--- config.mk ---
export PLATFORM = sky130hd
export DESIGN_NAME = lcd_command_decoder
export DESIGN_NICKNAME = d
export VERILOG_FILES = /design/src/core/lcd_pkg.sv /design/src/core/lcd_fifo.sv /design/src/core/lcd_command_decoder.sv
export SDC_FILE = /design/constraint.sdc
export NUM_CORES = 1
export LEC_CHECK = 0
export BUFFER_PORTS_ARGS = -buffer_cell sky130_fd_sc_hd__buf_2
export CAP_MARGIN = 0
export CELL_PAD_IN_SITES_DETAIL_PLACEMENT = 1
export CELL_PAD_IN_SITES_GLOBAL_PLACEMENT = 1
export CORE_MARGIN = 2
export CORE_UTILIZATION = 45
export DETAILED_ROUTE_END_ITERATION = 6
export PLACE_DENSITY = 0.87
export SLEW_MARGIN = 15
export SYNTH_ARGS = -nofsm -noshare
export SYNTH_HDL_FRONTEND = slang
export SYNTH_SLANG_ARGS = --single-unit
--- constraint.sdc ---
create_clock -name sys_clk -period 2.57 [get_ports sys_clk]
set_input_delay 0.257 -clock sys_clk [delete_from_list [all_inputs] [get_ports sys_clk]]
set_output_delay 0.257 -clock sys_clk [all_outputs]
set_load 0.005 [all_outputs]
--- src/core/lcd_pkg.sv ---
// lcd_pkg: constants and types of the lcd command decoder
// assumes a single 10 MHz system clock and a synchronous active-high reset
package lcd_pkg;
   // ------------------------------------------------------------
   // timing
   // ------------------------------------------------------------
   localparam int CLK_PERIOD_NS = 100;
   localparam int BLINK_HALF_MS = 500; // half of the ~1 s blink period
   localparam int BLINK_HALF_CYC = BLINK_HALF_MS * 1000000 / CLK_PERIOD_NS;
   localparam int FIFO_DEPTH = 4;
   localparam int FIFO_WIDTH = 9;
   // ------------------------------------------------------------
   // addresses and opcodes
   // ------------------------------------------------------------
   localparam logic [6:0] ADDR_HOME = 7'h30;
   localparam logic [6:0] ADDR_RESET = 7'h00;
   localparam logic [6:0] ADDR_ICON = 7'h20;
   localparam logic [6:0] ADDR_ICON_END = 7'h23;
   localparam logic [6:0] ADDR_CONTRAST = 7'h28;
   localparam logic [6:0] ADDR_TEST = 7'h29;
   localparam logic [6:0] ADDR_LED = 7'h2A;
   localparam logic [6:0] ADDR_LINE1 = 7'h30;
   localparam logic [6:0] ADDR_LINE2 = 7'h40;
   localparam logic [6:0] ADDR_LINE3 = 7'h50;
   localparam logic [6:0] ADDR_SYMBOL = 7'h60;
   localparam logic [3:0] OP_TEST = 4'h0;
   localparam logic [3:0] OP_HOME = 4'h1;
   localparam logic [3:0] OP_DISPLAY = 4'h3;
   localparam logic [3:0] OP_PSAVE = 4'h4;
   localparam logic [3:0] OP_POWER = 4'h5;
   localparam logic [3:0] OP_SETUP = 4'h6;
   localparam logic [7:0] GLYPH_USER_LAST = 8'h03;
   localparam int BIT_ADDR_CMD = 7;
   localparam logic [1:0] LINE_NONE = 2'h0;
   localparam logic [1:0] LINE_ONE = 2'h1;
   localparam logic [1:0] LINE_TWO = 2'h2;
   localparam logic [1:0] LINE_THREE = 2'h3;
   // ------------------------------------------------------------
   // types
   // ------------------------------------------------------------
   typedef struct packed {
      logic is_data;   // data/command select at the write
      logic [7:0] value;
   } lcd_byte_s;
   typedef struct packed {
      logic cursor_visible;
      logic cursor_blink;
      logic tall_glyph_flag;
      logic display_on;
   } lcd_disp_s;
   localparam lcd_disp_s DISP_RESET = 4'h0;
   typedef struct packed {
      logic two_lines;
      logic mirror_horizontal;
      logic mirror_vertical;
      logic user_glyph_enable;
   } lcd_setup_s;
   localparam lcd_setup_s SETUP_RESET = 4'h0;
   typedef enum logic [1:0] {
      CUR_OFF = 2'h0,
      CUR_UNDERBAR = 2'h1,
      CUR_BLINK = 2'h2
   } lcd_cursor_e;
   typedef enum logic [3:0] {
      REG_USER_GLYPH = 4'h0,
      REG_ICON = 4'h1,
      REG_CONTRAST = 4'h2,
      REG_TEST = 4'h3,
      REG_LED = 4'h4,
      REG_LINE1 = 4'h5,
      REG_LINE2 = 4'h6,
      REG_LINE3 = 4'h7,
      REG_SYMBOL = 4'h8,
      REG_UNUSED = 4'h9
   } lcd_region_e;
   typedef enum logic {
      ST_IDLE = 1'b0,
      ST_EXEC = 1'b1
   } lcd_state_e;
endpackage

--- src/core/lcd_fifo.sv ---
// lcd_fifo: small synchronous fifo with valid/ready on both sides
// assumes one clock and a synchronous active-high reset
`timescale 1ns/1ns
module lcd_fifo #(
   parameter int WIDTH = 9,
   parameter int DEPTH = 4
) (
   input wire logic sys_clk,            // system clock
   input wire logic rst,                // sync reset, high
   input wire logic in_valid,           // write request
   output logic in_ready,               // room for one more word
   input wire logic [WIDTH-1:0] in_data, // word written
   output logic out_valid,              // a word is waiting
   input wire logic out_ready,          // reader takes the word
   output logic [WIDTH-1:0] out_data    // oldest word
);
   localparam int AW = $clog2(DEPTH);
   logic [WIDTH-1:0] mem [DEPTH];
   logic [AW-1:0] wr_ptr;
   logic [AW-1:0] rd_ptr;
   logic [AW:0] count;
   logic do_wr;
   logic do_rd;

   // handshakes; full and empty follow the occupancy count
   assign in_ready = (count != (AW+1)'(DEPTH));
   assign out_valid = (count != '0);
   assign do_wr = in_valid && in_ready;
   assign do_rd = out_valid && out_ready;
   assign out_data = mem[rd_ptr];

   // storage, no reset needed for the array
   always_ff @(posedge sys_clk) begin
      if (do_wr) begin
         mem[wr_ptr] <= in_data;
      end
   end

   // pointers wrap at the depth, which need not be a power of two
   always_ff @(posedge sys_clk) begin
      if (rst) begin
         wr_ptr <= '0;
         rd_ptr <= '0;
         count <= '0;
      end else begin
         if (do_wr) begin
            wr_ptr <= (wr_ptr == AW'(DEPTH - 1)) ? '0 : wr_ptr + AW'(1);
         end
         if (do_rd) begin
            rd_ptr <= (rd_ptr == AW'(DEPTH - 1)) ? '0 : rd_ptr + AW'(1);
         end
         count <= count + (AW+1)'(do_wr) - (AW+1)'(do_rd);
      end
   end
endmodule // lcd_fifo

--- src/core/lcd_command_decoder.sv ---
// lcd_command_decoder: host byte capture, command decode, address counter
// and display control state of a character lcd controller
// assumes host pins already synchronous to sys_clk and a sync reset
//
// Function
// - cursor home loads the address counter with 30H.
// - display opcode 0011 carries cursor, blink, tall, display flags in bits 3..0.
// - display flag blanks or shows text; tall flag picks double height.
// - tall in three lines spans line3 over 2-3; two lines, line1 over 1-2.
// - cursor off unless visible; visible gives underbar, with blink reversing.
// - cursor blink toggles normal and reversed with about one second period.
// - power save opcode 0100, bit 1 runs the oscillator, bits 3-2 ignored.
// - power save bit 0 selects the low-power state when 1.
// - power control bit 0 enables the built-in lcd supply.
// - line-count bit 0 gives three lines 1/26, 1 gives two lines 1/18.
// - two mirror bits pick normal, left-right, top-bottom or rotated view.
// - user glyph enable routes codes 00H-03H to user glyph memory.
// - command with bit 7 set loads seven low bits into the address counter.
// - data bytes store at the counter, then the counter advances by one.
// - the cursor sits at the current address counter value.
// - all-zero command is a no-operation.
// - data/command select high means data, low means command.
// - reset clears all display, power, setup and orientation bits.
`timescale 1ns/1ns
module lcd_command_decoder #(
   parameter int BLINK_HALF = lcd_pkg::BLINK_HALF_CYC // cycles per blink half
) (
   input wire logic sys_clk,                 // 10 MHz system clock
   input wire logic rst,                     // sync reset, high
   input wire logic chip_select_n,           // host port select, low
   input wire logic write_strobe_n,          // write strobe, byte taken on fall
   input wire logic data_command_select,     // 1 data, 0 command
   input wire logic [7:0] host_data,         // host data bus
   output logic host_busy,                   // byte buffer full or a byte pushed without a pop, hold writes
   output logic mem_write,                   // one-cycle memory write
   output logic [6:0] mem_addr,              // memory write address
   output logic [7:0] mem_data,              // memory write data
   output lcd_pkg::lcd_region_e mem_region,  // region of the write
   output logic [6:0] cursor_addr,           // address counter / cursor spot
   output lcd_pkg::lcd_cursor_e cursor_style, // cursor rendering
   output logic cursor_reverse,              // blink phase, reversed when 1
   output logic display_on,                  // text shown
   output logic tall_glyph_flag,             // double-height text
   output logic [1:0] tall_source_line,      // line drawn double, 0 none
   output logic [1:0] tall_top_line,         // top line of the double span
   output logic osc_enable,                  // oscillator runs
   output logic low_power_select,            // low-power state
   output logic supply_enable,               // built-in lcd supply on
   output logic two_lines,                   // 1 two lines 1/18, 0 three 1/26
   output logic mirror_horizontal,           // left-right mirror
   output logic mirror_vertical,             // top-bottom mirror
   input wire logic [7:0] glyph_code,        // code being rendered
   output logic glyph_from_user              // fetch glyph from user memory
);
   // ------------------------------------------------------------
   // host byte capture and buffering
   // ------------------------------------------------------------
   logic strobe_prev;
   logic push;
   logic in_ready;
   logic out_valid;
   logic pop;
   lcd_pkg::lcd_byte_s push_byte;
   lcd_pkg::lcd_byte_s head_byte;
   lcd_pkg::lcd_byte_s cur_byte;
   lcd_pkg::lcd_state_e state;
   lcd_pkg::lcd_disp_s disp;
   lcd_pkg::lcd_setup_s setup;
   logic [6:0] addr_cnt;
   logic [3:0] opcode;
   logic is_cmd;
   logic blink_run;
   logic [$clog2(BLINK_HALF+1)-1:0] blink_cnt;
   lcd_pkg::lcd_region_e next_region;

   // previous strobe level for fall detection
   always_ff @(posedge sys_clk) begin
      if (rst) begin
         strobe_prev <= 1'b1;
      end else begin
         strobe_prev <= write_strobe_n;
      end
   end

   // a byte is offered on the strobe fall while selected
   assign push = strobe_prev && !write_strobe_n && !chip_select_n;
   assign push_byte = '{is_data: data_command_select, value: host_data};

   lcd_fifo #(
      .WIDTH(lcd_pkg::FIFO_WIDTH),
      .DEPTH(lcd_pkg::FIFO_DEPTH)
   ) u_fifo (
      .sys_clk(sys_clk),
      .rst(rst),
      .in_valid(push),
      .in_ready(in_ready),
      .in_data(push_byte),
      .out_valid(out_valid),
      .out_ready(pop),
      .out_data(head_byte)
   );

   // busy is registered; the host must watch it, a write while full is lost
   always_ff @(posedge sys_clk) begin
      if (rst) begin
         host_busy <= 1'b0;
      end else begin
         host_busy <= !in_ready || (push && in_ready && !pop);
      end
   end

   // ------------------------------------------------------------
   // execution sequencer
   // ------------------------------------------------------------
   // one idle cycle per byte gives each instruction its processing slot
   assign pop = (state == lcd_pkg::ST_IDLE) && out_valid;

   always_ff @(posedge sys_clk) begin
      if (rst) begin
         state <= lcd_pkg::ST_IDLE;
         cur_byte <= '0;
      end else begin
         unique case (state)
            lcd_pkg::ST_IDLE: begin
               if (out_valid) begin
                  cur_byte <= head_byte;
                  state <= lcd_pkg::ST_EXEC;
               end
            end
            lcd_pkg::ST_EXEC: begin
               state <= lcd_pkg::ST_IDLE;
            end
         endcase
      end
   end

   assign opcode = cur_byte.value[7:4];
   assign is_cmd = (state == lcd_pkg::ST_EXEC) && !cur_byte.is_data;

   // ------------------------------------------------------------
   // address counter and memory writes
   // ------------------------------------------------------------
   always_ff @(posedge sys_clk) begin
      if (rst) begin
         addr_cnt <= lcd_pkg::ADDR_RESET;
      end else if (state == lcd_pkg::ST_EXEC) begin
         if (cur_byte.is_data) begin
            addr_cnt <= addr_cnt + 7'h01; // wraps at 7FH
         end else if (cur_byte.value[lcd_pkg::BIT_ADDR_CMD]) begin
            addr_cnt <= cur_byte.value[6:0];
         end else if (opcode == lcd_pkg::OP_HOME) begin
            addr_cnt <= lcd_pkg::ADDR_HOME;
         end
      end
   end

   // region of an address for the memory side
   always_comb begin
      if (addr_cnt < lcd_pkg::ADDR_ICON) begin
         next_region = lcd_pkg::REG_USER_GLYPH;
      end else if (addr_cnt <= lcd_pkg::ADDR_ICON_END) begin
         next_region = lcd_pkg::REG_ICON;
      end else if (addr_cnt == lcd_pkg::ADDR_CONTRAST) begin
         next_region = lcd_pkg::REG_CONTRAST;
      end else if (addr_cnt == lcd_pkg::ADDR_TEST) begin
         next_region = lcd_pkg::REG_TEST;
      end else if (addr_cnt == lcd_pkg::ADDR_LED) begin
         next_region = lcd_pkg::REG_LED;
      end else if (addr_cnt < lcd_pkg::ADDR_LINE1) begin
         next_region = lcd_pkg::REG_UNUSED;
      end else if (addr_cnt < lcd_pkg::ADDR_LINE2) begin
         next_region = lcd_pkg::REG_LINE1;
      end else if (addr_cnt < lcd_pkg::ADDR_LINE3) begin
         next_region = lcd_pkg::REG_LINE2;
      end else if (addr_cnt < lcd_pkg::ADDR_SYMBOL) begin
         next_region = lcd_pkg::REG_LINE3;
      end else begin
         next_region = lcd_pkg::REG_SYMBOL;
      end
   end

   // data byte lands at the counter before it advances
   always_ff @(posedge sys_clk) begin
      if (rst) begin
         mem_write <= 1'b0;
         mem_addr <= lcd_pkg::ADDR_RESET;
         mem_data <= 8'h00;
         mem_region <= lcd_pkg::REG_USER_GLYPH;
      end else begin
         mem_write <= (state == lcd_pkg::ST_EXEC) && cur_byte.is_data;
         if ((state == lcd_pkg::ST_EXEC) && cur_byte.is_data) begin
            mem_addr <= addr_cnt;
            mem_data <= cur_byte.value;
            mem_region <= next_region;
         end
      end
   end

   // ------------------------------------------------------------
   // control bits set by commands
   // ------------------------------------------------------------
   // all-zero and test opcodes fall through and leave every bit alone
   always_ff @(posedge sys_clk) begin
      if (rst) begin
         disp <= lcd_pkg::DISP_RESET;
      end else if (is_cmd && opcode == lcd_pkg::OP_DISPLAY) begin
         disp <= cur_byte.value[3:0];
      end
   end

   always_ff @(posedge sys_clk) begin
      if (rst) begin
         osc_enable <= 1'b0;
         low_power_select <= 1'b0;
      end else if (is_cmd && opcode == lcd_pkg::OP_PSAVE) begin
         osc_enable <= cur_byte.value[1];
         low_power_select <= cur_byte.value[0];
      end
   end

   // power opcode only with its three spare bits at zero
   always_ff @(posedge sys_clk) begin
      if (rst) begin
         supply_enable <= 1'b0;
      end else if (is_cmd && opcode == lcd_pkg::OP_POWER && cur_byte.value[3:1] == 3'h0) begin
         supply_enable <= cur_byte.value[0];
      end
   end

   always_ff @(posedge sys_clk) begin
      if (rst) begin
         setup <= lcd_pkg::SETUP_RESET;
      end else if (is_cmd && opcode == lcd_pkg::OP_SETUP) begin
         setup <= cur_byte.value[3:0];
      end
   end

   // ------------------------------------------------------------
   // display outputs derived from control state
   // ------------------------------------------------------------
   always_ff @(posedge sys_clk) begin
      if (rst) begin
         display_on <= 1'b0;
         tall_glyph_flag <= 1'b0;
         two_lines <= 1'b0;
         mirror_horizontal <= 1'b0;
         mirror_vertical <= 1'b0;
         cursor_addr <= lcd_pkg::ADDR_RESET;
         glyph_from_user <= 1'b0;
      end else begin
         display_on <= disp.display_on;
         tall_glyph_flag <= disp.tall_glyph_flag;
         two_lines <= setup.two_lines;
         mirror_horizontal <= setup.mirror_horizontal;
         mirror_vertical <= setup.mirror_vertical;
         cursor_addr <= addr_cnt;
         glyph_from_user <= setup.user_glyph_enable
            && (glyph_code <= lcd_pkg::GLYPH_USER_LAST);
      end
   end

   // double-height span follows the line count
   always_ff @(posedge sys_clk) begin
      if (rst) begin
         tall_source_line <= lcd_pkg::LINE_NONE;
         tall_top_line <= lcd_pkg::LINE_NONE;
      end else if (!disp.tall_glyph_flag) begin
         tall_source_line <= lcd_pkg::LINE_NONE;
         tall_top_line <= lcd_pkg::LINE_NONE;
      end else if (setup.two_lines) begin
         tall_source_line <= lcd_pkg::LINE_ONE;
         tall_top_line <= lcd_pkg::LINE_ONE;
      end else begin
         tall_source_line <= lcd_pkg::LINE_THREE;
         tall_top_line <= lcd_pkg::LINE_TWO;
      end
   end

   // cursor style from visible and blink flags
   always_ff @(posedge sys_clk) begin
      if (rst) begin
         cursor_style <= lcd_pkg::CUR_OFF;
      end else if (!disp.cursor_visible) begin
         cursor_style <= lcd_pkg::CUR_OFF;
      end else if (disp.cursor_blink) begin
         cursor_style <= lcd_pkg::CUR_BLINK;
      end else begin
         cursor_style <= lcd_pkg::CUR_UNDERBAR;
      end
   end

   // ------------------------------------------------------------
   // cursor blink timer
   // ------------------------------------------------------------
   // phase restarts normal whenever blinking stops, so the first look is upright
   assign blink_run = disp.cursor_visible && disp.cursor_blink;

   always_ff @(posedge sys_clk) begin
      if (rst || !blink_run) begin
         blink_cnt <= '0;
         cursor_reverse <= 1'b0;
      end else if (blink_cnt == $bits(blink_cnt)'(BLINK_HALF - 1)) begin
         blink_cnt <= '0;
         cursor_reverse <= !cursor_reverse;
      end else begin
         blink_cnt <= blink_cnt + 1'b1;
      end
   end

   // ------------------------------------------------------------
   // checks
   // ------------------------------------------------------------
   property p_home;
      @(posedge sys_clk) disable iff (rst)
      (is_cmd && cur_byte.value[7:4] == 4'h1) |=> (addr_cnt == 7'h30);
   endproperty
   a_home: assert property (p_home) else $error("home did not load 30H");

   property p_addr_load;
      @(posedge sys_clk) disable iff (rst)
      (is_cmd && cur_byte.value[7]) |=> (addr_cnt == $past(cur_byte.value[6:0]));
   endproperty
   a_addr_load: assert property (p_addr_load) else $error("address load wrong");

   property p_data_write;
      @(posedge sys_clk) disable iff (rst)
      (state == lcd_pkg::ST_EXEC && cur_byte.is_data) |=>
         (mem_write && mem_addr == $past(addr_cnt) && addr_cnt == $past(addr_cnt) + 7'h01);
   endproperty
   a_data_write: assert property (p_data_write) else $error("data write or step wrong");

   property p_nop;
      @(posedge sys_clk) disable iff (rst)
      (is_cmd && cur_byte.value == 8'h00) |=>
         ($stable(disp) && $stable(setup) && $stable(addr_cnt) && $stable(supply_enable));
   endproperty
   a_nop: assert property (p_nop) else $error("nop changed state");

   property p_cursor_follow;
      @(posedge sys_clk) disable iff (rst)
      $changed(addr_cnt) |=> (cursor_addr == $past(addr_cnt));
   endproperty
   a_cursor_follow: assert property (p_cursor_follow) else $error("cursor lags counter");

   property p_cursor_off;
      @(posedge sys_clk) disable iff (rst)
      !disp.cursor_visible [*2] |-> (cursor_style == lcd_pkg::CUR_OFF && !cursor_reverse);
   endproperty
   a_cursor_off: assert property (p_cursor_off) else $error("cursor shown while off");

   property p_power_save;
      @(posedge sys_clk) disable iff (rst)
      (is_cmd && cur_byte.value[7:4] == 4'h4) |=>
         (osc_enable == $past(cur_byte.value[1]) && low_power_select == $past(cur_byte.value[0]));
   endproperty
   a_power_save: assert property (p_power_save) else $error("power save bits wrong");

   property p_tall_three;
      @(posedge sys_clk) disable iff (rst)
      (disp.tall_glyph_flag && !setup.two_lines) |=>
         (tall_source_line == 2'h3 && tall_top_line == 2'h2);
   endproperty
   a_tall_three: assert property (p_tall_three) else $error("tall span wrong");

   property p_reset_clear;
      @(posedge sys_clk) rst |=> (disp == 4'h0 && setup == 4'h0 && !supply_enable && !osc_enable);
   endproperty
   a_reset_clear: assert property (p_reset_clear) else $error("reset left a bit set");
endmodule // lcd_command_decoder

# After elaboration in Yosys (flattened, before gate mapping)
# Memories as Yosys holds them, arrays and structs flattened. A register that Yosys moved wholly into a read port is not among the register bits.
# Index checks and enable logic that the tools add are counted.
classes:
  bitwise: 3
  n_reduce_logical: 32
  order_cmp: 7
  n_mux: 21
  eq_ne: 12
  add_sub_neg: 6
ops:
  columns: ["op", "count"]
  rows:
  - ["two-way mux 4 bit", 9]
  - ["adder 23 x 1 -> 23 bit (second input constant)", 1]
  - ["equality test 23 bit (second input constant)", 1]
  - ["equality test 7 x 6 -> 1 bit (second input constant)", 3]
  - ["less-than comparator 7 bit (second input constant)", 3]
  - ["two-way mux 7 bit", 3]
  - ["logical AND 1 bit", 15]
  - ["less-than comparator 7 x 6 -> 1 bit (second input constant)", 2]
  - ["equality test 4 x 3 -> 1 bit (second input constant)", 3]
  - ["two-way mux 2 bit", 5]
  - ["less-or-equal comparator 8 x 2 -> 1 bit (second input constant)", 1]
  - ["adder 7 x 1 -> 7 bit (second input constant)", 1]
  - ["less-or-equal comparator 7 x 6 -> 1 bit (second input constant)", 1]
  - ["logical NOT 1 bit", 7]
  - ["nonzero test 3 bit", 2]
  - ["OR reduction 2 bit", 3]
  - ["adder 2 x 1 -> 2 bit (second input constant)", 2]
  - ["equality test 2 bit (second input constant)", 2]
  - ["equality test 4 x 1 -> 1 bit (second input constant)", 1]
  - ["equality test 4 x 2 -> 1 bit (second input constant)", 1]
  - ["AND reduction 2 bit", 2]
  - ["adder 3 x 1 -> 3 bit", 1]
  - ["logical NOT 3 bit", 1]
  - ["two-way mux 1 bit", 3]
  - ["5 further kinds", 8]
totals:
  mem_count: 1
  out_inout_bits: 44
  word_cells: 116
  inputBits: 21
  ramBits: 36
  reg_bits: 91
memory_table:
  columns: ["name", "depth", "width", "read_ports", "rd_clocked_by_memory_dff", "write_ports", "line", "source"]
  rows:
  - ["u_fifo.mem", 4, 9, 1, 1, 1, "lcd_fifo.sv:18", "logic [WIDTH-1:0] mem [DEPTH];"]

# Logic depth before layout (Yosys ltp)
logic_depth:
  word_depth: 10
  mapped_depth: 12
  depth_no_buf: 10

# Hierarchy
# From an unflattened synthesis, not the netlist that was laid out.
unflattened:
  hier_cells: 520
  hier_area_um2: 5535.3
modules_own_cells:
  columns: ["module", "seq_area_each_um2", "area_per_inst_um2", "cells_per_inst", "n_inst"]
  rows:
  - ["lcd_command_decoder", 1841.8, 3754.9, 425, 1]
  - ["lcd_fifo", 1261.2, 1780.5, 95, 1]

# Worst setup path after synthesis
# OpenSTA, ideal clock, no wires.
synth_path:
  kind: "register to register"
  start: "register u_fifo.count[2]"
  end: "register u_fifo.count[2]"
  synth_period_minus_slack_ns: 2.296
  required_time_ns: 2.442
  setup_slack_ns: 0.274
  arrival_time_ns: 2.169
  path_buffers: 2
  path_stages_with_launch: 13
  setup_time_ns: 0.128
  cell_sequence: "dfxtp_1 > nor3_1 > or2_2 > clkbuf_1 > inv_1 > buf_2 > ha_1 > inv_1 > ha_1 > fa_1 > xnor2_1 > xnor2_1 > nor2_1"
synth_between:
  elab_chain_len: 4
  elab_cells_between_ends: 7
  cone_classes: "2 x add/sub; 1 x eq/ne; 4 x reduce/logical"
synth_rtl:
  columns: ["element", "line", "source"]
  rows:
  - ["start, declared", "lcd_fifo.sv:21", "logic [AW:0] count;"]
  - ["start signal, assigned", "lcd_fifo.sv:52", "count <= count + (AW+1)'(do_wr) - (AW+1)'(do_rd);"]
  - ["nonzero test 3 bit (*)", "lcd_fifo.sv:27", "assign out_valid = (count != '0);"]
  - ["logical AND 1 bit", "lcd_command_decoder.sv:116", "assign pop = (state == lcd_pkg::ST_IDLE) && out_valid;"]
  - ["logical AND 1 bit (*)", "lcd_fifo.sv:29", "assign do_rd = out_valid && out_ready;"]
  - ["named net u_fifo.do_rd", "lcd_fifo.sv:23", "logic do_rd;"]
  - ["subtractor 3 x 1 -> 3 bit (*)", "lcd_fifo.sv:52", null]
# Mark *: on every way through the listed nets, which the timed path passes. The rest lies on a longest branch.
# A chain may end at the register's enable or synchronous reset.

# Final worst setup path
layout_path:
  start: "register state"
  end: "register u_fifo.count[2]"
layout_between:
  elab_chain_len: 4
layout_rtl:
  columns: ["element", "line", "source"]
  rows:
  - ["start, declared", "lcd_command_decoder.sv:66", "lcd_pkg::lcd_state_e state;"]
  - ["start signal, assigned", "lcd_command_decoder.sv:120", "state <= lcd_pkg::ST_IDLE;"]
  - ["start signal, assigned", "lcd_command_decoder.sv:127", "state <= lcd_pkg::ST_EXEC;"]
  - ["start signal, assigned", "lcd_command_decoder.sv:131", "state <= lcd_pkg::ST_IDLE;"]
  - ["NOT 1 bit", null, null]
  - ["logical AND 1 bit", "lcd_command_decoder.sv:116", null]
  - ["logical AND 1 bit", "lcd_fifo.sv:29", null]
  - ["subtractor 3 x 1 -> 3 bit", "lcd_fifo.sv:52", null]
# No other way between the ends.

==> flow_summary.toml <==
[logic_synthesis]
synth_cell_types = 54
synthTopCellsByCount = "99 x dfxtp_1, 70 x nand2_1, 64 x nor2_1"
syn_inst = 513
syn-cell-area_um2 = 5400
synthTopCellsByArea = "dfxtp_1 37%, edfxtp_1 20%, nand2_1 4.9%, nor2_1 4.4%, mux4_2 3.8%"
synth.top_cell.area_share_pct = 36.7
synth_top_area_cell = "dfxtp_1"
ys.warnings.count = 0
synthArstFlopShare_pct = 0
synth_fp_nets = 547
synth-seq-cells = 135
ys_seq_area_share_pct = 56.7
avgSynthCellArea_um2 = 10.5
ys.flop_type = "dfxtp_1"
synth_edf_count = 36
synth_most_common_cell = "dfxtp_1"

[setup_path]
worstPathRequired_ns = 2.85
critPathCaptureType = "flop"
startpoint = "state$_SDFF_PP0_"
worst-r2r-cell-count = 9
startpoint_type = "flop"
reg2reg_to = "u_fifo.count[2]$_SDFF_PP0_"
rrSetupSlack_ns = 0.31
r2r-start = "state$_SDFF_PP0_"
path_class = "flop to flop"
worstPathMaxFanout = 9
arrival_ns = 2.54

[final_layout]
syn_to_final_growth_pct = 17.7
n_antenna_cell = 0
drive_above_1_share_pct = 19.3
instances_no_fill = 733
fin_area_um2 = 6360
layout.nets = 608

[power_and_ir_drop]
internal_power_w = 0.00423
p_leak_nw = 2.45
peakVddDrop_mv = 0.477
power_per_cell_area_nw_per_um2 = 932
switchingPower_w = 0.00170
pwr-share-seq_pct = 45.6
clkPwrFrac_pct = 38.2
pwr-share-comb_pct = 16.2
switching_share_pct = 28.6

[clock_network]
cts_resized = 0
clock_path_buffers = 2
htree_levels = 4
cts_sinks = 135
cts_hold_buf = 0
postCtsSetupBuffers = 0
cts-root-buf = "clkbuf_16"
clock_latency_ns = 0.42
cts_buffers = 17
cts_tree = "yes"
clk_pin_slew_ns = 0.05

[sta]
skew_ns = 0.00746
period_share_pct = 87.9
slew_violations = 0
period_minus_slack_ns = 2.26
max_freq_mhz = 443
timing.setup.tns_ns = 0
finalSetupViolCount = 0
hold_violations = 0
relSlewSlack_pct = 47.1
rsz0062_at_grt = "no"
worst_pin_slew_ns = 0.792

[routing]
route.antenna.remaining_nets = 0
via_per_inst = 5.31
drt_first_pass_iters = 4
drcViolationCount = 0
num_vias = 3891
wl_mm = 12.8
drt_iter0_markers = 143
post_drt_wl_per_cell_um = 17.5

[floorplanning]
rows = 40
die_w_um = 114
ios = 65
core_area_um2 = 11900
die-area_um2 = 12900
die_y_um = 114
start_util_pct = 45.5

[min_path]
worstHoldEndpoint = "strobe_prev$_SDFF_PP1_"
hold_path_depth = 2
min_from = "write_strobe_n"
min_path_type = "input port to flop"

[global_routing]
grt_pass1_vias = 4241
grt_max_degree = 47
grt_first_pass_wirelength_mm = 21.1
antenna_found_initial = 0
track_usage_pct = 21.4
gr-total-overflow = 0

[placed_design]
gp_congestion = 0.742
dpl.cell_count = 702
place_area_um2 = 5810
port-buffer-count = 62
dp_hpwl_mm = 8.76

[run_status]
outcome = "completed"

[flow_run]
drv_cap = 0
## metal layers
layer	share of wire [%]	track usage [%]
met2	54	39.2
met5	0	0
met4	2.1	9.19
met1	41	23.4
met3	3.1	5.26
## cell type report
type | instances | area [um^2]
fillers | 1303 | 5510
clock inverters | 3 | 40.0
multi-input cells | 332 | 2130
inverters | 19 | 71.3
well taps | 147 | 184
clock buffers | 28 | 507
flip-flops and latches | 135 | 3060
repair buffers | 69 | 363
## power by group through the flow
stage	logic, W	registers [W]	clock network, W
6_report	0.000960	0.00270	0.00226
5_1_grt	0.00108	0.00274	0.00238
4_1_cts	0.000973	0.00270	0.00230
3_5_place_dp	0.000947	0.00274	0
3_3_place_gp	0.000858	0.00272	0
2_1_floorplan	0.000830	0.00252	0
## kinds of logic (layout without fill, tap and decap cells)
| kind of cell | count (synthesis) | count (layout) | synth area share (%) |
|---|---|---|---|
| XOR/XNOR | 24 | 24 | 3.89 |
| AO/OA/AOI/OAI | 62 | 62 | 6.83 |
| buffers and inverters | 46 | 119 | 3.89 |
| AND/OR/NAND/NOR | 211 | 211 | 19.4 |
| adder cells (fa/ha/maj) | 13 | 13 | 3.15 |
| flip-flops | 135 | 135 | 56.7 |
| multiplexers | 22 | 22 | 6.16 |
## cell usage in the layout (no fill, tap or decap), drive strengths merged, types with 2 or more instances in the layout
cell type / count
o21ai: 4
o31ai: 2
mux4: 9
nand4: 6
dfxtp: 99
inv: 19
a31oi: 3
clkinv: 2
nor2: 64
a211oi: 3
and2: 6
nand2: 70
a21boi: 2
nand3b: 2
edfxtp: 36
mux2i: 13
nor4: 7
nor3b: 4
and3: 4
a21oi: 40
nor3: 10
and4: 2
ha: 12
clkbuf: 28
or2: 3
nand3: 8
nor2b: 17
xor2: 8
buf: 69
a22o: 2
xnor2: 16
## worst max path at each step
| stage | end | slack (ns) | depth (start not counted) |
|---|---|---|---|
| final | u_fifo.count[2]$_SDFF_PP0_ | 0.31 | 9 |
| after global routing | u_fifo.count[2]$_SDFF_PP0_ | 0.19 | 9 |
| after CTS | u_fifo.count[2]$_SDFF_PP0_ | 0.33 | 9 |
| after detailed placement | u_fifo.count[2]$_SDFF_PP0_ | 0.39 | 9 |
| after global placement | u_fifo.count[2]$_SDFF_PP0_ | 0.51 | 9 |
| after floorplan | u_fifo.count[2]$_SDFF_PP0_ | 0.27 | 12 |
## flip-flops by register name, summed over array words and instances, names as in the netlist, 2 cells and up
name              cells
addr_cnt              7
blink_cnt            23
cur_byte              9
cursor_addr           7
cursor_style          2
disp                  4
mem_addr              7
mem_data              8
mem_region            4
setup                 4
tall_source_line      2
u_fifo.count          3
u_fifo.mem           36
u_fifo.rd_ptr         2
u_fifo.wr_ptr         2
## metrics by stage
stage	util, %	hold WS [ns]	setup WS (ns)	power, W
final	53.6	0.0403	0.312	0.00592
after CTS	53.6	0.0288	0.334	0.00598
after global placement	49.0	0.428	0.515	0.00358
after detailed placement	49.0	0.441	0.385	0.00369
after global routing	53.6	0.0461	0.191	0.00621
after floorplan	-	0.356	0.274	0.00335
## worst max-delay path, stage by stage (launching register included)
cell     delay (ns)
dfxtp_1        0.52
or2_2          0.20
inv_1          0.07
ha_1           0.27
inv_1          0.05
ha_1           0.21
fa_1           0.40
xnor2_1        0.19
xnor2_1        0.15
nor2_1         0.06
(Power assumes the default switching activity.)
